## src/hdl/done_sync_pkg.sv

```systemverilog
/*
  Shared constants and types for the system done-line synchroniser.
  Assumes a single core clock domain and a synchronous active-high reset.
*/
package done_sync_pkg;

  // Synchroniser depth for the asynchronous done-sense pin
  localparam int unsigned SYNC_STAGES      = 2;
  // Reset value of the release drive (high holds the shared line low)
  localparam logic        RELEASE_RST_VAL  = 1'b1;
  // Reset value of the synchroniser flops (line assumed low: not all done)
  localparam logic        SENSE_RST_VAL    = 1'b0;
  // Consecutive high samples needed before the system is declared ready
  localparam int unsigned READY_FILTER_DEF = 4;
  // Index given to the chain device nearest the module's test-data output
  localparam logic [3:0]  CHAIN_FIRST_IDX  = 4'h0;

  // Sequencer states, one-hot
  typedef enum logic [3:0] {
    ST_HOLD    = 4'b0001,  // Line held low, waiting for configuration done
    ST_INIT    = 4'b0010,  // Local initialisation running, still holding
    ST_WAIT    = 4'b0100,  // Released, polling the shared line
    ST_RUN     = 4'b1000   // Whole system configured
  } seq_state_t;

  // Status bundle presented to user logic
  typedef struct packed {
    logic released;        // Own hold on the shared line has been dropped
    logic system_ready;    // Every participant has released the line
  } done_status_t;

endpackage : done_sync_pkg

```

## src/hdl/done_sense_sync.sv

```systemverilog
/*
  Two-flop synchroniser for the shared done-sense pin.
  Assumes the pin is asynchronous to core_clk; the output is safe to use
  in the core domain.
*/
module done_sense_sync
  import done_sync_pkg::*;
(
  input  wire logic core_clk,  // Core clock
  input  wire logic rst,       // Synchronous reset, active high
  input  wire logic clk_en,    // Freezes the flops while low
  input  wire logic async_in,  // Raw pin level
  output logic      sync_out   // Level in the core domain
);

  ////////////////////////////////////////////////////////////////////////
  logic [SYNC_STAGES-1:0] stage_r;    // Synchroniser chain
  logic [SYNC_STAGES-1:0] stage_nxt;  // Next chain value

  // Shift the pin in; only the next stage reads the first flop
  always_comb begin
    stage_nxt = stage_r;
    if (clk_en) begin
      stage_nxt = {stage_r[SYNC_STAGES-2:0], async_in};
    end
  end

  // Register the chain
  always_ff @(posedge core_clk) begin
    if (rst) begin
      stage_r <= {SYNC_STAGES{SENSE_RST_VAL}};
    end else begin
      stage_r <= stage_nxt;
    end
  end

  assign sync_out = stage_r[SYNC_STAGES-1];

endmodule // done_sense_sync

```

## src/hdl/config_done_sync.sv

```systemverilog
/*
  Configuration-completion synchroniser for one FPGA on a multi-FPGA
  module. Drives the module release output and senses the wired-AND
  system done line. Assumes the carrier holds the line up weakly and the
  module's transistor pulls it low while release_drive_output is high.
*/
module config_done_sync
  import done_sync_pkg::*;
#(
  parameter int unsigned READY_FILTER = READY_FILTER_DEF  // High samples needed
) (
  input  wire logic  core_clk,             // Core clock, 20 MHz
  input  wire logic  rst,                  // Synchronous reset, active high
  input  wire logic  clk_en,               // Freezes all state while low
  input  wire logic  config_complete,      // Local configuration finished
  input  wire logic  init_required,        // Hold release until init done
  input  wire logic  init_done,            // Local initialisation finished
  input  wire logic  done_sense_input,     // Shared done line, asynchronous
  output logic       release_drive_output, // High keeps the line pulled low
  output logic       init_start,           // Request to run initialisation
  output done_status_t status              // Release and system-ready flags
);

  ////////////////////////////////////////////////////////////////////////
  // Synchronised view of the shared line
  logic sense_sync;  // Shared line level in core domain

  done_sense_sync u_sync (
    .core_clk (core_clk),
    .rst      (rst),
    .clk_en   (clk_en),
    .async_in (done_sense_input),
    .sync_out (sense_sync)
  );

  ////////////////////////////////////////////////////////////////////////
  // Sequencer state
  localparam int unsigned CW = $clog2(READY_FILTER + 1);
  localparam logic [CW-1:0] FILT_MAX = CW'(READY_FILTER);

  seq_state_t      state_r, state_nxt;  // Sequencer
  logic [CW-1:0]   filt_r, filt_nxt;    // Count of consecutive high samples
  logic            rel_r, rel_nxt;      // Release drive register
  logic            start_r, start_nxt;  // Init request register
  done_status_t    stat_r, stat_nxt;    // Status register

  // Next-state logic; the filter rejects short glitches on a slow wired line
  always_comb begin
    state_nxt = state_r;
    filt_nxt  = filt_r;
    rel_nxt   = rel_r;
    start_nxt = start_r;
    stat_nxt  = stat_r;
    if (clk_en) begin
      case (state_r)
        ST_HOLD: begin
          rel_nxt = 1'b1;
          if (config_complete && init_required) begin
            state_nxt = ST_INIT;
            start_nxt = 1'b1;
          end else if (config_complete) begin
            state_nxt = ST_WAIT;
            rel_nxt   = 1'b0;
          end
        end
        ST_INIT: begin
          if (init_done) begin
            state_nxt = ST_WAIT;
            start_nxt = 1'b0;
            rel_nxt   = 1'b0;
          end
        end
        ST_WAIT: begin
          // Any low sample restarts the count: someone still holds it
          if (!sense_sync) begin
            filt_nxt = '0;
          end else if (filt_r == FILT_MAX - 1'b1) begin
            filt_nxt  = FILT_MAX;
            state_nxt = ST_RUN;
          end else begin
            filt_nxt = filt_r + 1'b1;
          end
        end
        ST_RUN: begin
          // Line dropped again: a peer was reconfigured, stop and poll
          if (!sense_sync) begin
            state_nxt = ST_WAIT;
            filt_nxt  = '0;
          end
        end
        default: begin
          state_nxt = ST_HOLD;
          rel_nxt   = 1'b1;
        end
      endcase
      // Losing local configuration always re-asserts the hold
      if (!config_complete) begin
        state_nxt = ST_HOLD;
        rel_nxt   = 1'b1;
        start_nxt = 1'b0;
        filt_nxt  = '0;
      end
      stat_nxt.released     = !rel_nxt;
      stat_nxt.system_ready = (state_nxt == ST_RUN);
    end
  end

  // Register all sequencer state
  always_ff @(posedge core_clk) begin
    if (rst) begin
      state_r <= ST_HOLD;
      filt_r  <= '0;
      rel_r   <= RELEASE_RST_VAL;
      start_r <= 1'b0;
      stat_r  <= '0;
    end else begin
      state_r <= state_nxt;
      filt_r  <= filt_nxt;
      rel_r   <= rel_nxt;
      start_r <= start_nxt;
      stat_r  <= stat_nxt;
    end
  end

  // Release output only switches the external pull-down, never drives high
  assign release_drive_output = rel_r;
  assign init_start           = start_r;
  assign status               = stat_r;

  ////////////////////////////////////////////////////////////////////////
  // Assertions
  // Checks that expect a transition are gated by clk_en: a frozen cycle
  // would otherwise look like a missed step of the sequencer.

  // An unconfigured module keeps its hold on the shared line
  a_hold_unconfig: assert property (@(posedge core_clk) disable iff (rst)
    clk_en && !config_complete |=> release_drive_output)
    else $error("release dropped while unconfigured");

  // Plain configuration lets go of the line on the next enabled edge
  a_release_after: assert property (@(posedge core_clk) disable iff (rst)
    (clk_en && state_r == ST_HOLD && config_complete && !init_required)
    |=> !release_drive_output)
    else $error("release not dropped after configuration");

  // No release while the local initialisation is still running
  a_init_delays: assert property (@(posedge core_clk) disable iff (rst)
    (state_r == ST_INIT) |-> release_drive_output)
    else $error("released during initialisation");

  // End of initialisation lets go of the line and ends the request
  a_init_release: assert property (@(posedge core_clk) disable iff (rst)
    (clk_en && state_r == ST_INIT && init_done && config_complete)
    |=> !release_drive_output && !init_start)
    else $error("release not dropped after initialisation");

  // Ready only follows a high synchronised sample while released
  a_ready_needs_high: assert property (@(posedge core_clk) disable iff (rst)
    $rose(status.system_ready) |-> $past(sense_sync) && !release_drive_output)
    else $error("ready without high sense");

  // A low synchronised line withdraws ready on the next enabled edge
  a_low_clears_ready: assert property (@(posedge core_clk) disable iff (rst)
    (clk_en && !sense_sync && config_complete) |=> !status.system_ready)
    else $error("ready while line low");

  // Ready only after the full run of consecutive high samples
  a_ready_filter: assert property (@(posedge core_clk) disable iff (rst)
    $rose(status.system_ready) |-> filt_r == FILT_MAX)
    else $error("ready before filter count");

  // Ready is reported only from the run state, with the line released
  a_ready_in_run: assert property (@(posedge core_clk) disable iff (rst)
    status.system_ready |-> (state_r == ST_RUN) && !release_drive_output)
    else $error("ready outside run state");

  // Flag and drive never disagree, in either direction
  a_released_flag: assert property (@(posedge core_clk) disable iff (rst)
    status.released == !release_drive_output)
    else $error("released flag disagrees with drive");

  // Losing configuration drops the init request and ready together
  a_unconfig_idle: assert property (@(posedge core_clk) disable iff (rst)
    clk_en && !config_complete |=> !init_start && !status.system_ready)
    else $error("init or ready left up while unconfigured");

  // Two enabled edges carry the pin level to the sequencer, no more
  a_sync_delay: assert property (@(posedge core_clk) disable iff (rst)
    clk_en [*2] |=> sense_sync == $past(done_sense_input, 2))
    else $error("sense not delayed by two flops");

  // A low enable freezes every register of the sequencer
  a_enable_freeze: assert property (@(posedge core_clk) disable iff (rst)
    !clk_en |=> $stable(state_r) && $stable(filt_r) && $stable(release_drive_output)
      && $stable(init_start) && $stable(status))
    else $error("state moved while clock enable low");

  // Sequencer code stays one-hot
  a_state_onehot: assert property (@(posedge core_clk) disable iff (rst)
    $onehot(state_r))
    else $error("sequencer state not one-hot");

  // Main scenarios: direct release, init path, peer drop, loss, stall
  c_direct_run: cover property (@(posedge core_clk) disable iff (rst)
    state_r == ST_HOLD ##[1:20] state_r == ST_RUN);
  c_init_path: cover property (@(posedge core_clk) disable iff (rst)
    state_r == ST_INIT ##[1:40] status.system_ready);
  c_peer_drop: cover property (@(posedge core_clk) disable iff (rst)
    state_r == ST_RUN ##1 state_r == ST_WAIT);
  c_unconfig_drop: cover property (@(posedge core_clk) disable iff (rst)
    status.system_ready ##1 !config_complete);
  c_stall_wait: cover property (@(posedge core_clk) disable iff (rst)
    state_r == ST_WAIT && !clk_en);

endmodule // config_done_sync

```

## config.mk

```make
export PLATFORM = sky130hd
export DESIGN_NAME = config_done_sync
export DESIGN_NICKNAME = d
export VERILOG_FILES = /design/src/hdl/done_sync_pkg.sv /design/src/hdl/done_sense_sync.sv /design/src/hdl/config_done_sync.sv
export SDC_FILE = /design/constraint.sdc
export NUM_CORES = 1
export LEC_CHECK = 0
export BUFFER_PORTS_ARGS = -buffer_cell sky130_fd_sc_hd__buf_2
export CORE_MARGIN = 3
export CORE_UTILIZATION = 54
export CTS_CLUSTER_DIAMETER = 50
export DETAILED_ROUTE_END_ITERATION = 12
export GPL_ROUTABILITY_DRIVEN = 1
export PLACE_DENSITY = 0.76
export SETUP_SLACK_MARGIN = 0.05
export SLEW_MARGIN = 5
export SYNTH_ARGS = -nofsm -noshare
export SYNTH_HDL_FRONTEND = slang
export SYNTH_SLANG_ARGS = --single-unit
```

## constraint.sdc

```tcl
create_clock -name core_clk -period 2.2 [get_ports core_clk]
set_clock_uncertainty 0.2 [all_clocks]
set_input_delay 0.11 -clock core_clk [delete_from_list [all_inputs] [get_ports core_clk]]
set_output_delay 0.11 -clock core_clk [all_outputs]
set_load 0.1 [all_outputs]
```

==> metrics.cfg, run 1 <==
[detailed_routing]
dr.pass1.iters = 4
wl_met3_um = 99
vias_per_cell = 5.85
first_iter_violations = 19
highest_layer = met4
wl_um = 1640
wl_met1_um = 795
wl_per_cell_um = 13.5
vias = 708
antenna_left = 0
met2_length_um = 714
drc_errors = 0

[timing]
slew_violations = 0
hold_violations = 0
fin_crit_sh = 0.889
setup_violations = 0
fin_ws_ps = 243
grt_setup_unrepaired = false
worst_slew_pin_slew_ps = 531
max_freq_mhz = 511
period_needed_ps = 1960
timing.setup.tns_ps = 0
maxSlewHeadroom = 0.645

[power_and_ir_drop]
power_density_mw_per_mm2 = 553
p_comb_frac = 0.190
p_total_w = 0.000503
p_sw_w = 0.000154
p_leak_nw = 0.377
vdd_drop_max_mv = 0.458
clock_power_share = 0.301
p_sw_frac = 0.306
p_int_w = 0.000349
p_seq_frac = 0.508

[yosys]
synth_top_area_frac = 0.330
postSynthCellCount = 93
ys.flop_type = dfxtp_1
syn_area_um2 = 788
synth.top_cells.by_area = dfxtp_1 33%, a21oi_1 3.8%, mux2i_1 3.8%
ys_warn_count = 0
synthesis.nets = 102
synth_top_area_cell = dfxtp_1
ys_seq_elements = 13
syn_avg_cell_area_um2 = 8.48
synth.distinct_cells = 38
seq_area_frac_synth = 0.330
synth_edf_count = 0
async_flop_share = 0

[job]
cap_viol_max_count = 0

[worst_setup_path]
r2r_cells = 4
reg2reg_to = filt_r[2]$_SDFFE_PP0P_
slowest_delay_ps = 570
crit_type = reg -> reg
r2r-start = state_r[3]$_SDFFE_PP0P_
worstPathArrival_ps = 1970
rrSetupSlack_ps = 240
worst_setup_path_start_kind = flip-flop
crit_slowest_cell = dfxtp_1
end_kind = flip-flop
cp_max_fo = 13
critical_path_required_ps = 2210
cp_cell_sequence = nor3b_1 -> o311ai_2 -> or4_1 -> a21oi_1

[final_layout]
final_nets = 116
final_cell_mix = 13 x dfxtp_1, 10 x buf_2, 8 x nor2_1
finalInstanceArea_um2 = 910
drive_gt1_frac = 0.160
n_antenna_cell = 0
final_common_cell = dfxtp_1
fillers = 118
areaGrowthSynthToFinish_pct = 15.4

[clock_network]
cts-resized-gates = 0
cts_buffer_depth = 2
clkLatencyLatePin_ps = 280
h-tree-depth = 1
cts_buffers = 3
post_cts_buffers = 0
path_clk_slew_ps = 90
clock_sinks = 13
cts_hold_buf = 6
cts_tree = done
cts_root_buf = clkbuf_4

[outcome]
status = complete, no violations

[floorplanning]
fp-row-count = 13
die_w_um = 44.2
initial_utilization = 0.591
die_h_um = 44.2
ios = 11
die-area_mm2 = 0.00195
core_region_area_mm2 = 0.00133

[global_routing]
grt.total_usage = 0.202
grt_first_pass_wirelength_um = 2880
grt.overflow.total = 0
grt_max_degree = 16
antenna_found_initial = 0
grt_pass1_vias = 674

[place]
numPortBuffers = 10
dpl_cell_area_um2 = 822
gp_congestion = 0.828
dp_hpwl_um = 1100
pre_cts_ws_ps = 285

[min_path]
worstHoldEndpoint = state_r[1]$_SDFFE_PP0P_
min_from = init_done
holdPathStages = 4
hp-class = in -> reg

==> worst max-delay path, delay by kind of cell, from the launching register on <==
kind,cells,cell delay (ps)
flops,1,570
compound gates,2,330
simple gates,2,790
==> layer usage <==
| layer | global-route usage | up-vias |
|---|---|---|
| met5 | 0 | - |
| met4 | 0.108 | 0 |
| met3 | 0.0772 | 4 |
| met2 | 0.297 | 26 |
| met1 | 0.252 | 311 |
| li1 | - | 367 |
==> through the flow <==
| stage | util | std cells | hold slack, ps |
|---|---|---|---|
| CTS | 0.682 | 121 | 80.1 |
| finish | 0.682 | 121 | 85.4 |
| global route | 0.682 | 121 | 87.1 |
| detailed placement | 0.616 | 111 | 154 |
| floorplan | - | 93 | 57.2 |
| global placement | 0.616 | 111 | 148 |
==> synth_stat cells, types with 2 or more instances <==
| library cell | instances |
|---|---|
| nor2_1 | 8 |
| dfxtp_1 | 13 |
| or4_1 | 2 |
| nor2b_1 | 2 |
| ha_1 | 2 |
| nor4b_2 | 2 |
| buf_2 | 4 |
| a22o_1 | 3 |
| clkbuf_1 | 2 |
| a311oi_1 | 2 |
| nand2_1 | 6 |
| nor4b_1 | 3 |
| a21oi_1 | 6 |
| inv_1 | 5 |
| o21ai_0 | 5 |
| mux2i_1 | 3 |
| nand2b_1 | 4 |
==> power by group through the flow <==
stage           logic, W  registers [W]  clock network, W
2_1_floorplan  0.0000557       0.000276                 0
3_3_place_gp   0.0000860       0.000260                 0
3_5_place_dp   0.0000872       0.000261                 0
4_1_cts        0.0000957       0.000256          0.000160
5_1_grt         0.000103       0.000258          0.000172
6_report       0.0000959       0.000256          0.000152
==> cell type report <==
type                    instances  area [µm²]  area share
clock inverters                 1        5.00     0.00550
inverters                       5        18.8      0.0206
repair buffers                 16         110       0.121
clock buffers                   3        22.5      0.0248
flip-flops and latches         13         260       0.286
well taps                      15        18.8      0.0206
multi-input cells              68         474       0.521
==> sequential cells by signal, indices dropped and copies added, names as in the netlist <==
name                  cells
status                    2
u_sync.stage_r            2
filt_r                    3
state_r                   4
release_drive_output      1
init_start                1
==> cells by family (layout without fill, tap and decap cells) <==
logic type | Yosys count | count (layout) | synth area share
flip-flops | 13 | 13 | 0.330
buffers and inverters | 12 | 25 | 0.0683
XOR/XNOR | 2 | 2 | 0.0222
AND/OR/NAND/NOR | 35 | 35 | 0.275
adder cells (fa/ha/maj) | 2 | 2 | 0.0317
multiplexers | 3 | 3 | 0.0381
AO/OA/AOI/OAI | 26 | 26 | 0.235
==> how the worst max path moves through the flow <==
stage | start | endpoint
after floorplan | release_drive_output$_SDFFE_PP1P_ | status[1]$_SDFFE_PP0P_
after detailed placement | state_r[3]$_SDFFE_PP0P_ | filt_r[2]$_SDFFE_PP0P_
final | state_r[3]$_SDFFE_PP0P_ | filt_r[2]$_SDFFE_PP0P_
after CTS | state_r[3]$_SDFFE_PP0P_ | filt_r[2]$_SDFFE_PP0P_
after global routing | state_r[3]$_SDFFE_PP0P_ | filt_r[0]$_SDFFE_PP0P_
after global placement | state_r[3]$_SDFFE_PP0P_ | status[1]$_SDFFE_PP0P_
No activity file was read; power rests on OpenSTA's default activity.
==> run 2: changes to the inputs <==
--- a/config.mk
+++ b/config.mk
@@ -5,13 +5,15 @@
 export SDC_FILE = /design/constraint.sdc
 export NUM_CORES = 1
 export LEC_CHECK = 0
+export ABC_AREA = 1
 export BUFFER_PORTS_ARGS = -buffer_cell sky130_fd_sc_hd__buf_2
 export CORE_MARGIN = 3
-export CORE_UTILIZATION = 54
+export CORE_UTILIZATION = 50
 export CTS_CLUSTER_DIAMETER = 50
 export DETAILED_ROUTE_END_ITERATION = 12
 export GPL_ROUTABILITY_DRIVEN = 1
-export PLACE_DENSITY = 0.76
+export PLACE_DENSITY = 0.71
+export REMOVE_ABC_BUFFERS = 1
 export SETUP_SLACK_MARGIN = 0.05
 export SLEW_MARGIN = 5
 export SYNTH_ARGS = -nofsm -noshare
==> run 2 against run 1 <==
Against the previous run:
- register-to-register slack better by 480 ps
- maximum frequency rose by 33%
- final cell count increased by 20%
- synthesized cell count grew 25%
- sequential power is essentially flat
- die area grew 4.0%
- flip-flop and latch count stayed put
- combinational power is 9% higher
- sequential share of layout area is 1.1 points higher
- synthesized area fell by 3.2%
- utilization decreased by 4.1 points
- wire length is 0.37% higher
- critical endpoint is now state_r[2]$_SDFFE_PP0P_
- largest power group unchanged
- highest routed layer unchanged
==> metrics.cfg, run 2 <==
[yosys]
synth_top_area_frac = 0.341  ; +0.0108
postSynthCellCount = 116  ; +25%
syn_avg_cell_area_um2 = 6.58  ; -22%
synth_fa_ha_area_frac = 0.0328  ; +0.00104
seq_area_frac_synth = 0.341  ; +0.0108
yosysMostFrequentCell = nand2_1
syn_area_um2 = 763  ; -3.2%
synth_top_area_cell = dfxtp_1
synth_top_family_by_area = simple AND/OR/NAND/NOR gates
synthMuxAreaShare = 0  ; -0.0381
async_flop_share = 0  ; unchanged
ys_warn_count = 0  ; unchanged
synth_common_cells = 24 x nand2_1, 17 x nor2_1, 13 x dfxtp_1, 13 x inv_1, 10 x nand3_1
synth_simple_gate_area_share = 0.415  ; +0.140
synth_edf_count = 0  ; unchanged
synth.top_cells.by_area = dfxtp_1 34%, nand2_1 12%, nor2_1 8.4%
synth-xor-area-share = 0  ; -0.0222
ys_seq_elements = 13  ; unchanged
synth.distinct_cells = 17  ; -55%
synth_compound_area_frac = 0.125  ; -0.110
ys.flop_type = dfxtp_1

[place]
pre_cts_ws_ps = 741  ; +456 ps
gp_congestion = 0.815  ; -1.5%
dp_hpwl_um = 1240  ; +13%
numPortBuffers = 10  ; unchanged

[global_routing]
grt_max_degree = 16  ; unchanged
grt.overflow.total = 0  ; unchanged
grt_first_pass_wirelength_um = 2960  ; +2.6%
grt.total_usage = 0.202  ; about the same
grt_pass1_vias = 706  ; +4.7%
antenna_found_initial = 0  ; unchanged

[detailed_routing]
wl_per_cell_um = 11.3  ; -16%
antenna_left = 0  ; unchanged
first_iter_violations = 15  ; -4
vias_per_cell = 5.06  ; -14%
dr.pass1.iters = 4  ; unchanged
drc_errors = 0  ; unchanged
vias = 733  ; +3.5%
wl_um = 1640  ; +0.37%

[worst_setup_path]
cp_max_fo = 3  ; -10
r2r-start = filt_r[0]$_SDFFE_PP0P_
slowest_delay_ps = 340  ; -230 ps
path_buf_inv = 1  ; +1
crit_slowest_cell = dfxtp_1
cp-startpoint = filt_r[0]$_SDFFE_PP0P_
crit_type = reg -> reg
critical_path_required_ps = 2220  ; about the same
cp.depth = 7  ; +3
path_delay_family = compound AO/OA/AOI/OAI gates
end_kind = flip-flop
worst_setup_path_start_kind = flip-flop
worstPathArrival_ps = 1490  ; -480 ps
crit_top_cell = o21ai_0
cp_cell_sequence = ha_1 -> ha_1 -> inv_1 -> o21ai_0 -> o21ai_0 -> o21ai_0 -> a21oi_1
r2r_cells = 7  ; +3

[clock_network]
cts_tree = done
path_clk_slew_ps = 80  ; about the same
cts_root_buf = clkbuf_4
cts_buffer_depth = 2  ; unchanged
clkLatencyLatePin_ps = 280  ; about the same
cts-resized-gates = 0  ; unchanged
cts_buffers = 3  ; unchanged
h-tree-depth = 1  ; unchanged
clock_sinks = 13  ; unchanged

[timing]
fin_crit_sh = 0.669  ; -0.220
period_needed_ps = 1470  ; -484 ps
hold_violations = 0  ; unchanged
worst_slew_pin_slew_ps = 489  ; -41.7 ps
holdWs_ps = 17.2  ; -68.3 ps
slew_violations = 0  ; unchanged
setup_violations = 0  ; unchanged
maxSlewHeadroom = 0.676  ; +0.0310
max_freq_mhz = 679  ; +33%
timing.setup.tns_ps = 0  ; unchanged
fin_ws_ps = 728  ; +484 ps
grt_setup_unrepaired = false

[floorplanning]
initial_utilization = 0.559  ; -0.0324
die_h_um = 45.1  ; +2.0%
fp-row-count = 13  ; unchanged
ios = 11  ; unchanged
core_region_area_mm2 = 0.00137  ; +2.4%
die_w_um = 45.1  ; +2.0%
die-area_mm2 = 0.00203  ; +4.0%

[final_layout]
multi_input_area_um2 = 437  ; -7.9%
reg_top3 = state_r (4), filt_r (3)
final_nets = 140  ; +21%
regMostFlops = state_r
n_antenna_cell = 0  ; unchanged
fillers = 144  ; +22%
final_cell_mix = 24 x nand2_1, 17 x nor2_1, 13 x inv_1, 13 x dfxtp_1
regArea_um2 = 260  ; unchanged
areaGrowthSynthToFinish_pct = 14.8
largest_register_ffs = 4  ; unchanged
drive_gt1_frac = 0.192  ; +0.0319
final_common_cell = nand2_1

[min_path]
min_from = clk_en
hp-class = in -> reg
holdPathStages = 2  ; -2

[power_and_ir_drop]
vdd_drop_max_mv = 0.468  ; +2.1%
p_leak_nw = 0.394  ; +4.6%
power_density_mw_per_mm2 = 580  ; +4.8%

[outcome]
status = complete, no violations

[job]
cap_viol_max_count = 0  ; unchanged

run 2: cell types whose count changed in the layout (fill, tap and decap cells not counted), sizes merged, moves of 3 or more:
cell and delta:
nand2 +19, mux2i -3, a22o -3, nand3 +14, inv +9, nor4b -5
nand2b -4, dlygate4sd3 -3, o21ai +6, nor2 +14, nand4 +3
run 2: logic make-up after synthesis:
family | after synthesis
AOI/OAI and AO/OA | 19
adders and majority gates | 2
buffers and inverters | 17
DFF | 13
and+or+nand+nor | 65
run 2: worst reg2reg max path: stages (launching register included):
cell and delay, ps:
dfxtp_1 340, ha_1 200, ha_1 170, inv_1 60, o21ai_0 70, o21ai_0 160, o21ai_0 90, a21oi_1 120
run 2: layout make-up:
| class | instances | area share |
|---|---|---|
| clock buffer | 3 | 0.0257 |
| clock inverter | 1 | 0.00571 |
| inverter | 14 | 0.0600 |
| multi-input combinational | 86 | 0.499 |
| sequential | 13 | 0.297 |
| tap | 15 | 0.0214 |
| timing repair buffer | 13 | 0.0914 |
run 2: routing by layer:
layer / part of all wire / vias to the layer above / track usage
met5: 0 / - / 0
met4: 0.015 / 0 / 0.0702
met3: 0.037 / 5 / 0.0598
met2: 0.42 / 14 / 0.285
met1: 0.53 / 309 / 0.289
li1: - / 405 / -
run 2: worst paths after layout:
| kind | end | slack, ps |
|---|---|---|
| max | state_r[2]$_SDFFE_PP0P_ | 730 |
| min | state_r[2]$_SDFFE_PP0P_ | 20 |
| max reg2reg | state_r[2]$_SDFFE_PP0P_ | 730 |
| min reg2reg | status[0]$_SDFFE_PP0P_ | 270 |
run 2: per-stage QoR:
stage	power [W]	utilization	cells	instance area, µm²
after floorplan	0.000330	-	113	749
after global placement	0.000357	0.599	138	818
after detailed placement	0.000359	0.599	138	818
after CTS	0.000512	0.641	145	876
after global routing	0.000540	0.641	145	876
final	0.000508	0.641	145	876
run 2: power by group:
part | switching, W | total, W | internal [W] | leakage [nW]
clock network | 0.0000833 | 0.000151 | 0.0000676 | 0.0177
logic | 0.0000756 | 0.000105 | 0.0000291 | 0.270
registers | 0.00000793 | 0.000253 | 0.000245 | 0.106
run 2: repair_timing:
action	in CTS	in global routing
endpoints found under the hold margin	8	0
buffers inserted	0	0
hold buffers	3	0
